==> config.mk <==
export PLATFORM = sky130hd
export DESIGN_NAME = brm_bit_datapath
export DESIGN_NICKNAME = d
export VERILOG_FILES = /design/src/brm_pkg.sv /design/src/brm_rotate_mask.sv /design/src/brm_shift_merge.sv /design/src/brm_bit_datapath.sv
export SDC_FILE = /design/constraint.sdc
export NUM_CORES = 1
export LEC_CHECK = 0
export ABC_AREA = 1
export BUFFER_PORTS_ARGS = -buffer_cell sky130_fd_sc_hd__buf_4
export CAP_MARGIN = 5
export CORE_AREA = 2 2 113 115
export CTS_BUF_LIST = sky130_fd_sc_hd__clkbuf_2 sky130_fd_sc_hd__clkbuf_4 sky130_fd_sc_hd__clkbuf_8
export DETAILED_ROUTE_END_ITERATION = 8
export DIE_AREA = 0 0 115 117
export HOLD_SLACK_MARGIN = 0.03
export PLACE_DENSITY_LB_ADDON = 0.3
export REMOVE_ABC_BUFFERS = 1
export SYNTH_ARGS = -nofsm -noshare
export SYNTH_HDL_FRONTEND = slang
export SYNTH_SLANG_ARGS = --single-unit
==> constraint.sdc <==
create_clock -name i_clk -period 1.7 [get_ports i_clk]
set_input_delay 0.255 -clock i_clk [delete_from_list [all_inputs] [get_ports i_clk]]
set_output_delay 0.255 -clock i_clk [all_outputs]
set_load 0.05 [all_outputs]
==> src/brm_pkg.sv <==
`default_nettype none
package brm_pkg;

    // Datapath width and the instruction word width.
    localparam int DATA_W = 8;
    localparam int INSTR_W = 16;

    // Quarter-cycles in one instruction cycle.
    localparam int QUARTERS_PER_CYCLE = 4;
    // Oscillator periods in one instruction cycle.
    localparam int OSC_PERIODS_PER_CYCLE = 2;
    // Transitions of one oscillator input seen in one instruction cycle.
    localparam int OSC_EDGES_PER_CYCLE = 2 * OSC_PERIODS_PER_CYCLE;

    // Instruction bits are numbered with bit 0 as the most significant bit.
    // Bits 5 to 7 (rotate code for an I/O source) sit at vector index 10 down to 8.
    localparam int INSTR_ROT_HI = 10;
    localparam int INSTR_ROT_LO = 8;
    // Bits 13 to 15 (destination bit position) sit at vector index 2 down to 0.
    localparam int INSTR_POS_HI = 2;
    localparam int INSTR_POS_LO = 0;

    // A position code of seven names the least significant bit: no move.
    localparam logic [2:0] CODE_LSB = 3'h7;
    // A length field of zero stands for a full byte.
    localparam logic [2:0] LEN_FULL_CODE = 3'h0;
    localparam logic [3:0] LEN_FULL = 4'h8;

    // Reset values.
    localparam logic [7:0] RST_BYTE = 8'h00;
    localparam logic [15:0] RST_INSTR = 16'h0000;

    typedef enum {
        BRM_Q1,
        BRM_Q2,
        BRM_Q3,
        BRM_Q4
    } brm_quarter_t;

    // Operand routing and fields decoded from the instruction.
    typedef struct packed {
        logic src_io;
        logic dst_io;
        logic [2:0] r_field;
        logic [2:0] len_field;
    } brm_ctl_t;

    // Drive of the I/O bus data lines.
    typedef struct packed {
        logic oe;
        logic [7:0] data;
    } brm_io_drive_t;

endpackage
`default_nettype wire

==> src/brm_rotate_mask.sv <==
`default_nettype none
module brm_rotate_mask
    import brm_pkg::*;
#(
    parameter int WIDTH = 8
) (
    // Operand and controls.
    input wire logic [WIDTH-1:0] i_data,
    input wire logic [2:0] i_amount,
    input wire logic i_mask_en,
    input wire logic [3:0] i_len,
    // Result toward the ALU A input.
    output logic [WIDTH-1:0] o_data
);

    generate
        if (WIDTH != DATA_W) begin : g_bad_width
            $error("brm_rotate_mask supports an eight-bit datapath only.");
        end
    endgenerate

    logic [2*WIDTH-1:0] doubled;
    logic [2*WIDTH-1:0] shifted;
    logic [WIDTH-1:0] rotated;

    // End-around right rotate by reading the byte twice over.
    assign doubled = {i_data, i_data};
    assign shifted = doubled >> i_amount;
    assign rotated = shifted[WIDTH-1:0];

    genvar gi;
    generate
        for (gi = 0; gi < WIDTH; gi++) begin : g_mask
            // Bits at or above the length are forced to zero when masking.
            assign o_data[gi] = rotated[gi] & (~i_mask_en | (4'(gi) < i_len));
        end
    endgenerate

endmodule
`default_nettype wire

==> src/brm_shift_merge.sv <==
`default_nettype none
module brm_shift_merge
    import brm_pkg::*;
#(
    parameter int WIDTH = 8
) (
    // ALU result, original byte and controls.
    input wire logic [WIDTH-1:0] i_result,
    input wire logic [WIDTH-1:0] i_orig,
    input wire logic [2:0] i_amount,
    input wire logic [3:0] i_len,
    // Merged byte and the field that was replaced.
    output logic [WIDTH-1:0] o_data,
    output logic [WIDTH-1:0] o_mask
);

    generate
        if (WIDTH != DATA_W) begin : g_bad_width
            $error("brm_shift_merge supports an eight-bit datapath only.");
        end
    endgenerate

    logic [WIDTH-1:0] shifted;
    logic [WIDTH-1:0] field;

    // Plain left shift; bits pushed past the top are dropped.
    assign shifted = i_result << i_amount;

    genvar gi;
    generate
        for (gi = 0; gi < WIDTH; gi++) begin : g_field
            assign field[gi] = 4'(gi) < i_len;
        end
    endgenerate

    assign o_mask = field << i_amount;
    assign o_data = (i_orig & ~o_mask) | (shifted & o_mask);

endmodule
`default_nettype wire

==> src/brm_bit_datapath.sv <==
`default_nettype none
// Functional notes
// [RULE_01] Rotate and mask feed the ALU A input; shift and merge follow the ALU.
// [RULE_02] Register source and register destination: rotate all eight bits, never mask.
// [RULE_03] Rotate the source byte right end-around so the wanted low bit reaches LSB.
// [RULE_04] Rotate code comes from the R field, or instruction bits 5-7 for I/O sources.
// [RULE_05] The rotate code names the source bit landing at position seven; bit zero is MSB.
// [RULE_06] I/O sources pass only the lowest length-field bits; all others become zero.
// [RULE_07] The left shift never wraps; bits pushed past bit zero are lost.
// [RULE_08] Shift the ALU result left until its LSB sits at instruction bits 13-15.
// [RULE_09] Merge replaces only the length-field bits from the shifted LSB; others kept.
// [RULE_10] The I/O bus moves whole bytes only, each read byte held in the I/O latch.
// [RULE_11] Shifted bits merge into the original byte still held in the I/O latch.
// [RULE_12] The merge always uses the byte latched from this cycle's source; code uses the I/O byte latched in Q1 even for register sources.
// [RULE_13] Four quarter-cycles per instruction, paced by the internal system clock.
// [RULE_14] Internal latches follow their input while their phase is active.
// [RULE_15] One instruction cycle lasts two oscillator periods.
// [RULE_16] An external pulse source drives the two oscillator inputs complementarily.
// [RULE_17] Code seven leaves the operand unrotated and the ALU result unshifted.
module brm_bit_datapath
    import brm_pkg::*;
(
    // Clock and reset.
    input wire logic i_clk,
    input wire logic i_rst,
    // Oscillator pins.
    input wire logic i_osc_input_a,
    input wire logic i_osc_input_b,
    // Instruction word and decoded routing.
    input wire logic [15:0] i_instr,
    input wire brm_ctl_t i_ctl,
    // Operands.
    input wire logic [7:0] i_reg_data,
    input wire logic [7:0] i_io_data,
    input wire logic [7:0] i_alu_result,
    // ALU A operand.
    output logic [7:0] o_alu_a,
    // I/O bus drive.
    output brm_io_drive_t o_io,
    // Sequencing and status.
    output logic [1:0] o_quarter,
    output logic o_cycle_start,
    output logic o_osc_fault
);

    ////////////////////////////////////////////////////////////////////////////
    // Decoding helpers.

    // Places to move so that a bit named by code lands at or leaves position seven.
    function automatic logic [2:0] code_to_places(input logic [2:0] code);
        return CODE_LSB - code; // RULE_17
    endfunction

    function automatic logic [3:0] len_decode(input logic [2:0] len_field);
        return (len_field == LEN_FULL_CODE) ? LEN_FULL : {1'b0, len_field};
    endfunction

    ////////////////////////////////////////////////////////////////////////////
    // Pin synchronisers.

    logic osc_a_meta;
    logic osc_a_sync;
    logic osc_a_prev;
    logic osc_b_meta;
    logic osc_b_sync;
    logic [7:0] io_meta;
    logic [7:0] io_sync;

    always_ff @(posedge i_clk) begin
        if (i_rst) begin
            osc_a_meta <= 1'b0;
            osc_a_sync <= 1'b0;
            osc_a_prev <= 1'b0;
            osc_b_meta <= 1'b1;
            osc_b_sync <= 1'b1;
            io_meta <= RST_BYTE;
            io_sync <= RST_BYTE;
        end else begin
            osc_a_meta <= i_osc_input_a;
            osc_a_sync <= osc_a_meta;
            osc_a_prev <= osc_a_sync;
            osc_b_meta <= i_osc_input_b;
            osc_b_sync <= osc_b_meta;
            io_meta <= i_io_data;
            io_sync <= io_meta;
        end
    end

    // Each transition of the oscillator is one transition of the system clock.
    logic sys_edge;
    assign sys_edge = osc_a_sync ^ osc_a_prev; // RULE_15

    ////////////////////////////////////////////////////////////////////////////
    // Quarter-cycle sequencer.

    brm_quarter_t quarter;
    brm_quarter_t next_quarter;
    logic next_cycle_start;
    logic next_osc_fault;
    logic [1:0] next_quarter_code;

    always_comb begin
        next_quarter = quarter;
        next_cycle_start = 1'b0;
        if (sys_edge) begin
            case (quarter) // RULE_13
                BRM_Q1: next_quarter = BRM_Q2;
                BRM_Q2: next_quarter = BRM_Q3;
                BRM_Q3: next_quarter = BRM_Q4;
                BRM_Q4: begin
                    next_quarter = BRM_Q1;
                    next_cycle_start = 1'b1;
                end
                default: next_quarter = BRM_Q4;
            endcase
        end
        // The pulse source must keep the two inputs complementary.
        next_osc_fault = osc_a_sync == osc_b_sync; // RULE_16
        // The quarter number leaves from its own flop, in step with the state.
        case (next_quarter)
            BRM_Q1: next_quarter_code = 2'h0;
            BRM_Q2: next_quarter_code = 2'h1;
            BRM_Q3: next_quarter_code = 2'h2;
            BRM_Q4: next_quarter_code = 2'h3;
            default: next_quarter_code = 2'h0;
        endcase
    end

    always_ff @(posedge i_clk) begin
        if (i_rst) begin
            quarter <= BRM_Q4;
            o_quarter <= 2'h3;
            o_cycle_start <= 1'b0;
            o_osc_fault <= 1'b0;
        end else begin
            quarter <= next_quarter;
            o_quarter <= next_quarter_code;
            o_cycle_start <= next_cycle_start;
            o_osc_fault <= next_osc_fault;
        end
    end

    ////////////////////////////////////////////////////////////////////////////
    // Phase latches.

    logic [7:0] io_latch;
    logic [15:0] instr_latch;
    brm_ctl_t ctl_latch;
    logic [7:0] result_latch;
    logic [7:0] next_io_latch;
    logic [15:0] next_instr_latch;
    brm_ctl_t next_ctl_latch;
    logic [7:0] next_result_latch;

    always_comb begin
        next_io_latch = io_latch;
        next_instr_latch = instr_latch;
        next_ctl_latch = ctl_latch;
        next_result_latch = result_latch;
        // Transparent while the phase is open, holding once it closes.
        if (quarter == BRM_Q1) begin // RULE_14
            next_io_latch = io_sync; // RULE_10
            next_instr_latch = i_instr;
            next_ctl_latch = i_ctl;
        end
        if (quarter == BRM_Q3) begin // RULE_14
            next_result_latch = i_alu_result;
        end
    end

    always_ff @(posedge i_clk) begin
        if (i_rst) begin
            io_latch <= RST_BYTE;
            instr_latch <= RST_INSTR;
            ctl_latch <= '0;
            result_latch <= RST_BYTE;
        end else begin
            io_latch <= next_io_latch;
            instr_latch <= next_instr_latch;
            ctl_latch <= next_ctl_latch;
            result_latch <= next_result_latch;
        end
    end

    ////////////////////////////////////////////////////////////////////////////
    // Rotate and mask ahead of the ALU.

    logic [2:0] rot_code;
    logic [3:0] len_now;
    logic [7:0] rot_src;
    logic [7:0] rot_out;

    // An I/O source takes its code from the instruction word itself.
    assign rot_code = ctl_latch.src_io ? instr_latch[INSTR_ROT_HI:INSTR_ROT_LO] : ctl_latch.r_field; // RULE_04
    assign len_now = len_decode(ctl_latch.len_field);
    assign rot_src = ctl_latch.src_io ? io_latch : i_reg_data;

    brm_rotate_mask #(
        .WIDTH(DATA_W)
    ) u_rotate_mask (
        .i_data(rot_src), // RULE_03
        .i_amount(code_to_places(rot_code)), // RULE_05
        .i_mask_en(ctl_latch.src_io), // RULE_02
        .i_len(len_now), // RULE_06
        .o_data(rot_out)
    );

    logic [7:0] next_alu_a;

    always_comb begin
        next_alu_a = o_alu_a;
        if (quarter == BRM_Q2) begin
            next_alu_a = rot_out; // RULE_01
        end
    end

    always_ff @(posedge i_clk) begin
        if (i_rst) begin
            o_alu_a <= RST_BYTE;
        end else begin
            o_alu_a <= next_alu_a;
        end
    end

    ////////////////////////////////////////////////////////////////////////////
    // Shift and merge after the ALU.

    logic [2:0] pos_code;
    logic [7:0] merged;
    logic [7:0] merge_mask;

    assign pos_code = instr_latch[INSTR_POS_HI:INSTR_POS_LO];

    brm_shift_merge #(
        .WIDTH(DATA_W)
    ) u_shift_merge (
        .i_result(result_latch), // RULE_01
        .i_orig(io_latch), // RULE_11 RULE_12
        .i_amount(code_to_places(pos_code)), // RULE_08
        .i_len(len_now),
        .o_data(merged), // RULE_07
        .o_mask(merge_mask)
    );

    brm_io_drive_t next_io;

    always_comb begin
        next_io.oe = 1'b0;
        next_io.data = o_io.data;
        // Only whole bytes leave, and only during the output quarter.
        if (quarter == BRM_Q4 && ctl_latch.dst_io) begin // RULE_10
            next_io.oe = 1'b1;
            next_io.data = merged; // RULE_09
        end
    end

    always_ff @(posedge i_clk) begin
        if (i_rst) begin
            o_io <= '0;
        end else begin
            o_io <= next_io;
        end
    end

    ////////////////////////////////////////////////////////////////////////////
    // Checks.

    logic [2:0] edge_count;
    logic seen_start;

    always_ff @(posedge i_clk) begin
        if (i_rst) begin
            edge_count <= 3'h0;
            seen_start <= 1'b0;
        end else begin
            if (o_cycle_start) begin
                edge_count <= sys_edge ? 3'h1 : 3'h0;
                seen_start <= 1'b1;
            end else if (sys_edge) begin
                edge_count <= edge_count + 3'h1;
            end
        end
    end

    a_quarter_wrap: assert property (@(posedge i_clk) disable iff (i_rst) // RULE_13
        sys_edge && quarter == BRM_Q4 |=> quarter == BRM_Q1 ##0 o_cycle_start)
        else $error("Quarter sequence did not wrap to the first quarter.");

    a_cycle_edges: assert property (@(posedge i_clk) disable iff (i_rst) // RULE_15
        o_cycle_start && seen_start |-> edge_count == 3'(OSC_EDGES_PER_CYCLE))
        else $error("Instruction cycle did not span two oscillator periods.");

    a_latch_hold: assert property (@(posedge i_clk) disable iff (i_rst) // RULE_14
        quarter != BRM_Q1 |=> $stable(io_latch))
        else $error("I/O latch changed outside its open phase.");

    a_full_rotate: assert property (@(posedge i_clk) disable iff (i_rst) // RULE_02
        quarter == BRM_Q2 && !ctl_latch.src_io && !ctl_latch.dst_io
        |=> $countones(o_alu_a) == $countones($past(i_reg_data)))
        else $error("Register to register operand lost bits.");

    a_no_rotate: assert property (@(posedge i_clk) disable iff (i_rst) // RULE_17
        quarter == BRM_Q2 && ctl_latch.src_io && rot_code == CODE_LSB && len_now == LEN_FULL
        |=> o_alu_a == $past(io_latch))
        else $error("Code seven moved the operand.");

    a_mask_zero: assert property (@(posedge i_clk) disable iff (i_rst) // RULE_06
        quarter == BRM_Q2 && ctl_latch.src_io |=> (o_alu_a >> $past(len_now)) == 8'h00)
        else $error("Bits above the field length reached the ALU.");

    a_merge_keep: assert property (@(posedge i_clk) disable iff (i_rst) // RULE_09
        quarter == BRM_Q4 && ctl_latch.dst_io
        |=> o_io.oe && ((o_io.data ^ io_latch) & ~merge_mask) == 8'h00)
        else $error("Merge disturbed bits outside the field.");

    a_shift_top: assert property (@(posedge i_clk) disable iff (i_rst) // RULE_07
        quarter == BRM_Q4 && ctl_latch.dst_io && pos_code == 3'h0
        |=> o_io.data == {$past(result_latch[0]), $past(io_latch[6:0])})
        else $error("Shift into the top bit wrapped or lost the field.");

    a_drive_window: assert property (@(posedge i_clk) disable iff (i_rst) // RULE_10
        o_io.oe |-> $past(quarter == BRM_Q4 && ctl_latch.dst_io))
        else $error("I/O bus driven outside the output quarter.");

    a_osc_pair: assert property (@(posedge i_clk) disable iff (i_rst) // RULE_16
        osc_a_sync == osc_b_sync |=> o_osc_fault)
        else $error("Equal oscillator inputs went unreported.");

endmodule
`default_nettype wire

Word level (Yosys, flattened, before mapping)
Index checks and enable logic that the tools add are counted.

Add/sub/neg operators: 2. $lt $le $gt $ge: 8. Eq/ne operators: 9. Shift operators: 3. Muxes and demuxes: 8. Bitwise gates (word level): 23. Reductions and logical operators: 5.

Operator list (count): $eq 32x2->1 const B (4); $eq 32x1->1 const B (2); $eq 32x3->1 const B (2); $logic_not 32->1 (2); $mux 32 (1); $and 8x8->8 (2); $lt 3x4->1 const A (4); $shl 8x3->8 (2); $shr 16x3->8 (1); $pmux 2 s3 (2); $mux 9 (1); $and 1x1->1 (8); $lt 1x4->1 const A (2); $lt 2x4->1 const A (2); $mux 8 (1); $not 8->8 (1); $or 1x1->1 (8); $or 8x8->8 (1); $sub 3x3->3 const A (2); $mux 4 (1); $logic_not 3->1 (1); $mux 3 (1); $not 1->1 (2); $reduce_or 2->1 (1); 4 further kinds (4).

Register bits: 109. Input port bits: 52. Output and inout bits: 21. Word-level logic and storage cells: 79.

Depth between registers and ports, before layout
Gate-level depths: netlist of the first run.

Depth after elaboration: 8. Mapped depth: 13. Mapped depth without buffers: 11.

Cells and area by module
Synthesis of the first run repeated with hierarchy kept, for this count alone.

Cell total of the unflattened synthesis: 754. Area, all modules: 5008.6 µm².

Modules (own cells, without submodules): brm_bit_datapath (times used 1, cells an instance 510, area each 3862.5 µm², sequential area each 2082.0 µm²); brm_shift_merge (times used 1, cells an instance 147, area each 694.4 µm², sequential area each 0.0 µm²); brm_rotate_mask (times used 1, cells an instance 97, area each 451.7 µm², sequential area each 0.0 µm²).

Worst setup path after synthesis of the first run
Ideal clock, no wire load.

Path kind: register to register. Start: reg ctl_latch[7] (netlist name). End: reg o_alu_a[3]. Setup time: 134 ps. Data arrival time: 1199 ps. Required time: 1566 ps. Path slack: 367 ps. Cell stages (with the launch flop): 11. Path buffers: 2. Period minus slack after synthesis: 1333 ps. Path through: dfxtp_1 buf_6 inv_2 buf_6 nand2_1 o21ai_2 or2_1 nand3_1 nand3_1 nand3_1 a21oi_1.

Longest elaborated chain between the ends: 4. Elaborated cells between the ends (all ways): 7. Those cells by class: add/sub (1); shift (1); mux (2); bitwise (3).

Ends and longest elaborated chain: start: declaration (RTL line brm_bit_datapath.sv:148) `brm_ctl_t ctl_latch;`; start signal: assignment (RTL line brm_bit_datapath.sv:180) `ctl_latch <= next_ctl_latch;`; $mux 3 (RTL line brm_bit_datapath.sv:194) `assign rot_code = ctl_latch.src_io ? instr_latch[INSTR_ROT_HI:INSTR_ROT_LO] : ctl_latch.r_field;`; $sub 3x3->3 (RTL line brm_bit_datapath.sv:51) `return CODE_LSB - code;`; $shr 16x3->8 (RTL line brm_rotate_mask.sv:28) `assign shifted = doubled >> i_amount;`; $and 1x1->1 (*) (RTL line brm_rotate_mask.sv:35) `assign o_data[gi] = rotated[gi] & (~i_mask_en | (4'(gi) < i_len));`; end signal: assignment (RTL line brm_bit_datapath.sv:221) `o_alu_a <= next_alu_a;`; end: declaration (RTL line brm_bit_datapath.sv:37) `output logic [7:0] o_alu_a,`.

Every way passes the cells marked *; elsewhere a longest branch is shown, timed or not. A chain may end at the register's enable or synchronous reset.

Final worst setup path of the first run
Start: reg quarter[8]. End: reg io_latch[4].

Longest elaborated chain between the ends: 1.

Ends and longest elaborated chain: start: declaration (RTL line brm_bit_datapath.sv:96) `brm_quarter_t quarter;`; start signal: assignment (RTL line brm_bit_datapath.sv:136) `quarter <= next_quarter;`; $logic_not 32->1 (RTL line brm_bit_datapath.sv:161) `if (quarter == BRM_Q1) begin`; end signal: assignment (RTL line brm_bit_datapath.sv:178) `io_latch <= next_io_latch;`; end: declaration (RTL line brm_bit_datapath.sv:146) `logic [7:0] io_latch;`.

Every way passes these cells.

==> impl_results.md, run 1 <==
* IO buf count at 62
* Syn Area/Cell at 7.07 um^2
* Antenna diodes at 0
* Final period util at 0.913
* Vias in the first global route at about 3.8k
* Clk slew on worst S/H paths at 120 ps
* Antenna Nets Post-Route at 0
* Sw frac at 0.289
* Leak at 0.00239 uW
* Initial DRC Count at 185
* Largest net degree at the start of global routing at 36
* Multi-input logic area at around 2100 um^2
* EDFF count, synth at 0
* Vias post-DR at approximately 4.2k
* # rows at 41
* MaxCap Viol Count at 0
* Endpoints failing setup at 0
* Clock share of power at 0.314
* Net Switching at 1350 uW
* RSZ-0062 raised after global routing: yes
* Sequential Power Share at 0.545
* WP data required at 1960 ps
* Crit path max fanout at 26
* Primary FF master, synth: dfxtp_1
* Yosys reg bits at 104
* Netlist Area Pre-Place at 4670 um^2
* Sequential Area at 2080 um^2
* Routed WL per cell at 12.0 um
* CTS Hold Bufs at 0
* Clock Path Buffers at 2
* Die area at around 13000 um^2
* Final WS setup at around 150 ps
* DIE HEIGHT at around 120 um
* Worst VDD drop at about 0.00060 V
* CTS buffer count at 9
* Final cell count without fillers at 878
* Post-route DRC at 0
* Total power at 4680 uW
* Slew HR at 0.737
* Power Dens Cells at 846 nW/um^2
* Area grow syn2layout at 18.6%
* Hold Fails Final Rpt at 0
* Worst Hold Class: input pin to flop
* Outcome: finished clean
* Final min period at 1550 ps
* Post-Synthesis Cells at 661
* Yosys cell types at 34
* Initial antenna violation count at 0
* Die W at 115 um
* Hpwl dp at between 7 and 8 mm
* Hold wc startpoint: i_osc_input_b
* Core Region at between 10000 and 15000 um^2
* Pre-CTS WS at 40.1 ps
* Clk sinks at 104
* Async S/R FF share, synth at 0
* Drt pass-1 iters at 6
* Max Slew Vio Count at 0
* Least-Margin Pin Slew at 395 ps
* Vias per inst at 4.73
* Root Buffer: clkbuf_8
* Final core utilization at 0.450
* P_int at 3330 uW
* Crit path kind: flop to flop
* # IOs at 73
* Crit path DAT at 1820 ps
* Worst setup path startpoint: quarter[8]$_SDFF_PP0_
* CTS H-Tree Depth at 3
* Yosys warning count at 0
* Clock skew at slightly above 20 ps
* Sequential share of the synthesized area at 0.446
* Setup crit end kind: flop
* Global-route wire length before repair at 17.5 mm
* CTS tree: yes
* Fillcell total at 1270
* Total gr overflow at 0
* Starting Density at 0.379
* Crit path launch type: flop
* GRT Total Usage at 0.164
* F_max at 0.644 GHz
* Combinational power share at 0.141
* Layout cells sized above 1 at 0.203
* Gpl congestion at 0.892
* Final #Nets at 775
* Placed Instances at roughly 860
* Final WL at 10.6 mm
* Clk Latency, worst-skew pair at between 300 and 400 ps
* RR Startpoint: quarter[8]$_SDFF_PP0_
-- cell type report --
type	instances	area share
sequential	104	0.376
clock buffer	9	0.0224
tap	150	0.0339
multi-input combinational	443	0.382
clock inverter	7	0.0120
inverter	84	0.0583
timing repair buffer	81	0.115
-- logic make-up after synthesis --
family	Yosys count	share of synthesized area
flip-flops	104	0.446
AO/OA/AOI/OAI	112	0.135
AND/OR/NAND/NOR	329	0.308
buffers and inverters	114	0.106
XOR/XNOR	2	0.00536
-- flip-flops by register name, indices dropped and copies added (netlist names) --
register and count:
quarter 32, o_io 9, ctl_latch 8, io_latch 8, io_meta 8, io_sync 8
o_alu_a 8, result_latch 8, instr_latch 6, o_quarter 2, o_cycle_start 1, o_osc_fault 1
osc_a_meta 1, osc_a_prev 1, osc_a_sync 1, osc_b_meta 1, osc_b_sync 1
-- layer usage --
| layer | wire [um] | track usage |
|---|---|---|
| met2 | 4920 | 0.273 |
| met3 | 480 | 0.0396 |
| met4 | 169 | 0.0522 |
| met1 | 4990 | 0.210 |
| met5 | 0 | 0 |
-- placed cells by master (no fill, tap or decap), types with 3 or more instances in the layout --
master / instances
inv_1: 72
or2_1: 3
a21oi_1: 38
clkbuf_8: 9
nand2_1: 127
dfxtp_1: 103
inv_2: 9
nor2_4: 6
nand2_2: 10
nand3_1: 69
buf_4: 77
nor2_2: 4
nor2_1: 99
o21ai_1: 27
o21ai_2: 6
nand4_1: 3
nand3_2: 4
o21ai_0: 31
-- path summary, 6_finish.rpt --
kind / to / slack, ps / depth (start not counted)
setup / recovery: io_latch[4]$_SDFFE_PP0N_ / 150 / 9
hold reg to reg: io_sync[5]$_SDFF_PP0_ / 390 / 2
setup reg to reg: io_latch[4]$_SDFFE_PP0N_ / 150 / 9
hold / removal: osc_b_meta$_SDFF_PP1_ / 70 / 2
-- through the flow --
stage                     hold slack [ps]  instance area (um^2)  TNS (ps)
after detailed placement              392                  5270         0
after CTS                            52.2                  5460         0
after global routing                 48.6                  5540      -136
after global placement                391                  5270         0
after floorplan                       317                  4490     -47.9
final                                70.0                  5540         0
-- synth_stat cells, types with 2 or more instances --
cell type / n / area, um^2
o211ai_1: 2 / 15.0
a41oi_1: 2 / 17.5
buf_6: 4 / 45.0
or2_1: 3 / 18.8
nor2_4: 5 / 56.3
nand2_2: 8 / 50.1
or2_2: 2 / 12.5
nor2_2: 2 / 12.5
inv_1: 74 / 278
inv_2: 7 / 26.3
nor2_1: 102 / 383
o21ai_0: 31 / 155
nand3_2: 5 / 50.1
nand3_1: 69 / 345
nand2_1: 129 / 484
o21ai_2: 6 / 52.6
dfxtp_1: 104 / 2080
a21oi_2: 2 / 17.5
a21oi_1: 38 / 190
buf_2: 16 / 80.1
clkbuf_1: 8 / 30.0
o21ai_1: 27 / 135
nand4_1: 3 / 18.8
o21ai_4: 2 / 32.5
-- critical path, stage by stage (launching register included) --
cell     delay [ps]
dfxtp_1         340
nor2_1          100
nand2_1         100
nor2_4          140
nand2_2          90
nor2_4          130
nand3_4         120
buf_12          180
o21ai_1         160
a21oi_1          50
-- power by group through the flow --
stage	registers [uW]	clock network, uW	logic, uW
floorplan	2690	0	327
global placement	2610	0	633
detailed placement	2610	0	640
CTS	2560	1530	642
global route	2570	1620	739
finish	2560	1470	658
-- repair_timing --
item                       4_1_cts  5_1_grt
setup endpoints to repair        0       34
hold endpoints to repair         0        0
buffers inserted                 0        4
gates resized for setup          0       13
(Power assumes the default switching activity.)
==> inputs of run 2 (changes only) <==
Settings changed: SETUP_SLACK_MARGIN set to 0.15.
==> impl_results.md, run 2 (synthesis results as in run 1) <==
* Final WS setup at 117 ps (-30.1 ps)
* Worst VDD drop at 0.000600 V (about the same)
* Worst path bufs/invs at 2 (+1)
* Slew HR at 0.657 (-0.0795)
* Crit path launch type: flop
* Crit path to: o_io[6]$_SDFFE_PP0P_
* Commonest non-fill, non-tap cell in the layout: nand2_1
* Drt pass-1 iters at 5 (-1)
* Gpl congestion at 0.892 (unchanged)
* Largest net degree at the start of global routing at 36 (unchanged)
* # IOs at 73 (unchanged)
* Setup crit end kind: flop
* WP data required at 2010 ps (+50 ps)
* Least-Margin Pin Slew at 513 ps (+119 ps)
* Critical-path cell list: nor2_2 > nand2_2 > nor2_4 > inv_2 > nor2_2 > nand2_2 > nor2_4 > buf_6 > nand3_2 > a21oi_2
* Crit path DAT at 1890 ps (+70 ps)
* IO buf count at 62 (unchanged)
* CTS Hold Bufs at 0 (unchanged)
* Clock skew at 20.9 ps (+0.397 ps)
* Die W at 115 um (unchanged)
* Final #Nets at 784 (+1.2%)
* Pre-CTS WS at 40.1 ps (unchanged)
* Clk slew on worst S/H paths at 120 ps (about the same)
* Wire length on met1 at 5.07 mm (+1.5%)
* GRT Total Usage at 0.164 (+0.000767)
* Stages on the worst setup path at 10 (+1)
* DIE HEIGHT at 117 um (unchanged)
* Largest register FFs at 32 (unchanged)
* CTS H-Tree Depth at 3 (unchanged)
* Total power at 4730 uW (+1.0%)
* Reg2reg setup slack at 120 ps (-30 ps)
* Clock Path Buffers at 2 (unchanged)
* Post-route DRC at 0 (unchanged)
* Outcome: finished clean
* Layout cells sized above 1 at 0.258 (+0.0545)
* Placed Instances at 858 (unchanged)
* Power Dens Cells at 816 nW/um^2 (-3.6%)
* Delay-heaviest family, CP: simple AND/OR/NAND/NOR gates
* Vias in the first global route at 3808 (+0.71%)
* Largest registers: quarter: 32 flops, o_io: 9 flops
* DR top layer: met4
* Hpwl dp at 7.81 mm (unchanged)
* Global-route wire length before repair at 17.6 mm (+0.43%)
* Antenna Nets Post-Route at 0 (unchanged)
* Crit path max fanout at 7 (-73%)
* Worst Hold Class: input pin to flop
* Vias post-DR at 4208 (+1.3%)
* Root Buffer: clkbuf_8
* Starting Density at 0.379 (unchanged)
* Crit path kind: flop to flop
* Final WL at 10.9 mm (+3.2%)
* Antenna diodes at 0 (unchanged)
* Capture point of the worst reg-to-reg path: o_io[6]$_SDFFE_PP0P_
* RR Startpoint: quarter[8]$_SDFF_PP0_
* Core Region at 12300 um^2 (unchanged)
* MaxCap Viol Count at 0 (unchanged)
* CTS tree: yes
* Clk Latency, worst-skew pair at 380 ps (about the same)
* Routed wl met2 at 5.20 mm (+5.6%)
* # rows at 41 (unchanged)
* F_max at 0.632 GHz (-1.9%)
* Top reg by flops: quarter
* CTS buffer count at 9 (unchanged)
* Max Slew Vio Count at 0 (unchanged)
* Final period util at 0.931 (+0.0177)
* Endpoints failing setup at 0 (unchanged)
* Leak at 0.00249 uW (+4.0%)
* RSZ-0062 raised after global routing: yes
* Most frequent cells in the layout: 123 x nand2_1, 98 x dfxtp_1, 93 x nor2_1, 82 x buf_4, 72 x inv_1
* Reg2Reg Depth at 10 (+1)
* Worst path slowest cell: dfxtp_2
* Die area at 13500 um^2 (unchanged)
* Total gr overflow at 0 (unchanged)
* Worst path max stage delay at 350 ps (about the same)
* Worst setup path startpoint: quarter[8]$_SDFF_PP0_
* Detail Route met3 WL at 486 um (+1.3%)
* Initial DRC Count at 160 (-14%)
* Final min period at 1580 ps (+30.1 ps)
* Vias per inst at 4.74 (+0.25%)
* Routed WL per cell at 12.3 um (+2.1%)
* Final cell count without fillers at 887 (+1.0%)
* Initial antenna violation count at 0 (unchanged)
* Hold Fails Final Rpt at 0 (unchanged)
* Area grow syn2layout at 24.2%
* Clk sinks at 104 (unchanged)
run 2: cell types whose count changed in the layout (fill, tap and decap cells not counted), moves of 3 or more:
cell,before,now
buf_4,77,82
nand3_1,69,66
nand2_2,10,13
nor2_2,4,8
nor2_1,99,93
o21ai_4,2,5
dfxtp_1,103,98
nand3_2,4,7
dfxtp_2,1,5
o21ai_2,6,16
o21ai_1,27,16
nand2_1,127,123
run 2: through the flow:
step | cell area, um^2 | hold WS, ps | TNS (ps) | util
finish | 5800 | 67.9 | 0 | 0.471
global route | 5800 | 48.6 | -33.3 | 0.471
CTS | 5480 | 52.2 | 0 | 0.445
detailed placement | 5270 | 392 | 0 | 0.428
global placement | 5270 | 391 | 0 | 0.428
floorplan | 4490 | 317 | -47.9 | -
run 2: timing repair:
action                                  in CTS  in global routing
endpoints found under the setup margin      13                 62
endpoints found under the hold margin        0                  0
gates resized for setup                      4                 58
pin swaps                                    0                 13
setup buffers                                0                 11
cloned                                       0                  2
run 2: worst register-to-register path, delay by kind of cell (launching register included):
family / cells / cell delay (ps)
compound gates: 1 / 110
buf+inv: 2 / 200
flops: 1 / 350
simple gates: 7 / 840
run 2: report_power, final:
group	leakage [uW]	switching [uW]	internal (uW)	total (uW)
Sequential	0.000849	43.6	2510	2560
Clock	0.0000945	913	563	1480
Combinational	0.00154	426	276	702
run 2: final cells by class:
cell class / instances / area (um^2)
Clock buffer: 9 / 124
Inverter: 84 / 334
Fill cell: 1263 / 6510
Sequential cell: 104 / 2090
Timing Repair Buffer: 90 / 747
Tap cell: 150 / 188
Multi-Input combinational cell: 443 / 2250
Clock inverter: 7 / 66.3
run 2: routing by layer:
layer  up-vias  track usage
met3        14       0.0402
li1       2235            -
met4         0       0.0538
met1      1878        0.210
met5         -            0
met2        81        0.275
run 2: worst min-delay path by stage:
| stage | start | slack, ps | depth (start not counted) | end |
|---|---|---|---|---|
| 5_1_grt | i_osc_input_b | 50 | 2 | osc_b_meta$_SDFF_PP1_ |
| 6_report | i_io_data[0] | 70 | 3 | io_meta[0]$_SDFF_PP0_ |
| 3_3_place_gp | osc_b_meta$_SDFF_PP1_ | 390 | 1 | osc_b_sync$_SDFF_PP1_ |
| 2_1_floorplan | i_rst | 320 | 1 | o_alu_a[6]$_SDFFE_PP0P_ |
| 3_5_place_dp | io_meta[5]$_SDFF_PP0_ | 390 | 2 | io_sync[5]$_SDFF_PP0_ |
| 4_1_cts | i_osc_input_b | 50 | 2 | osc_b_meta$_SDFF_PP1_ |
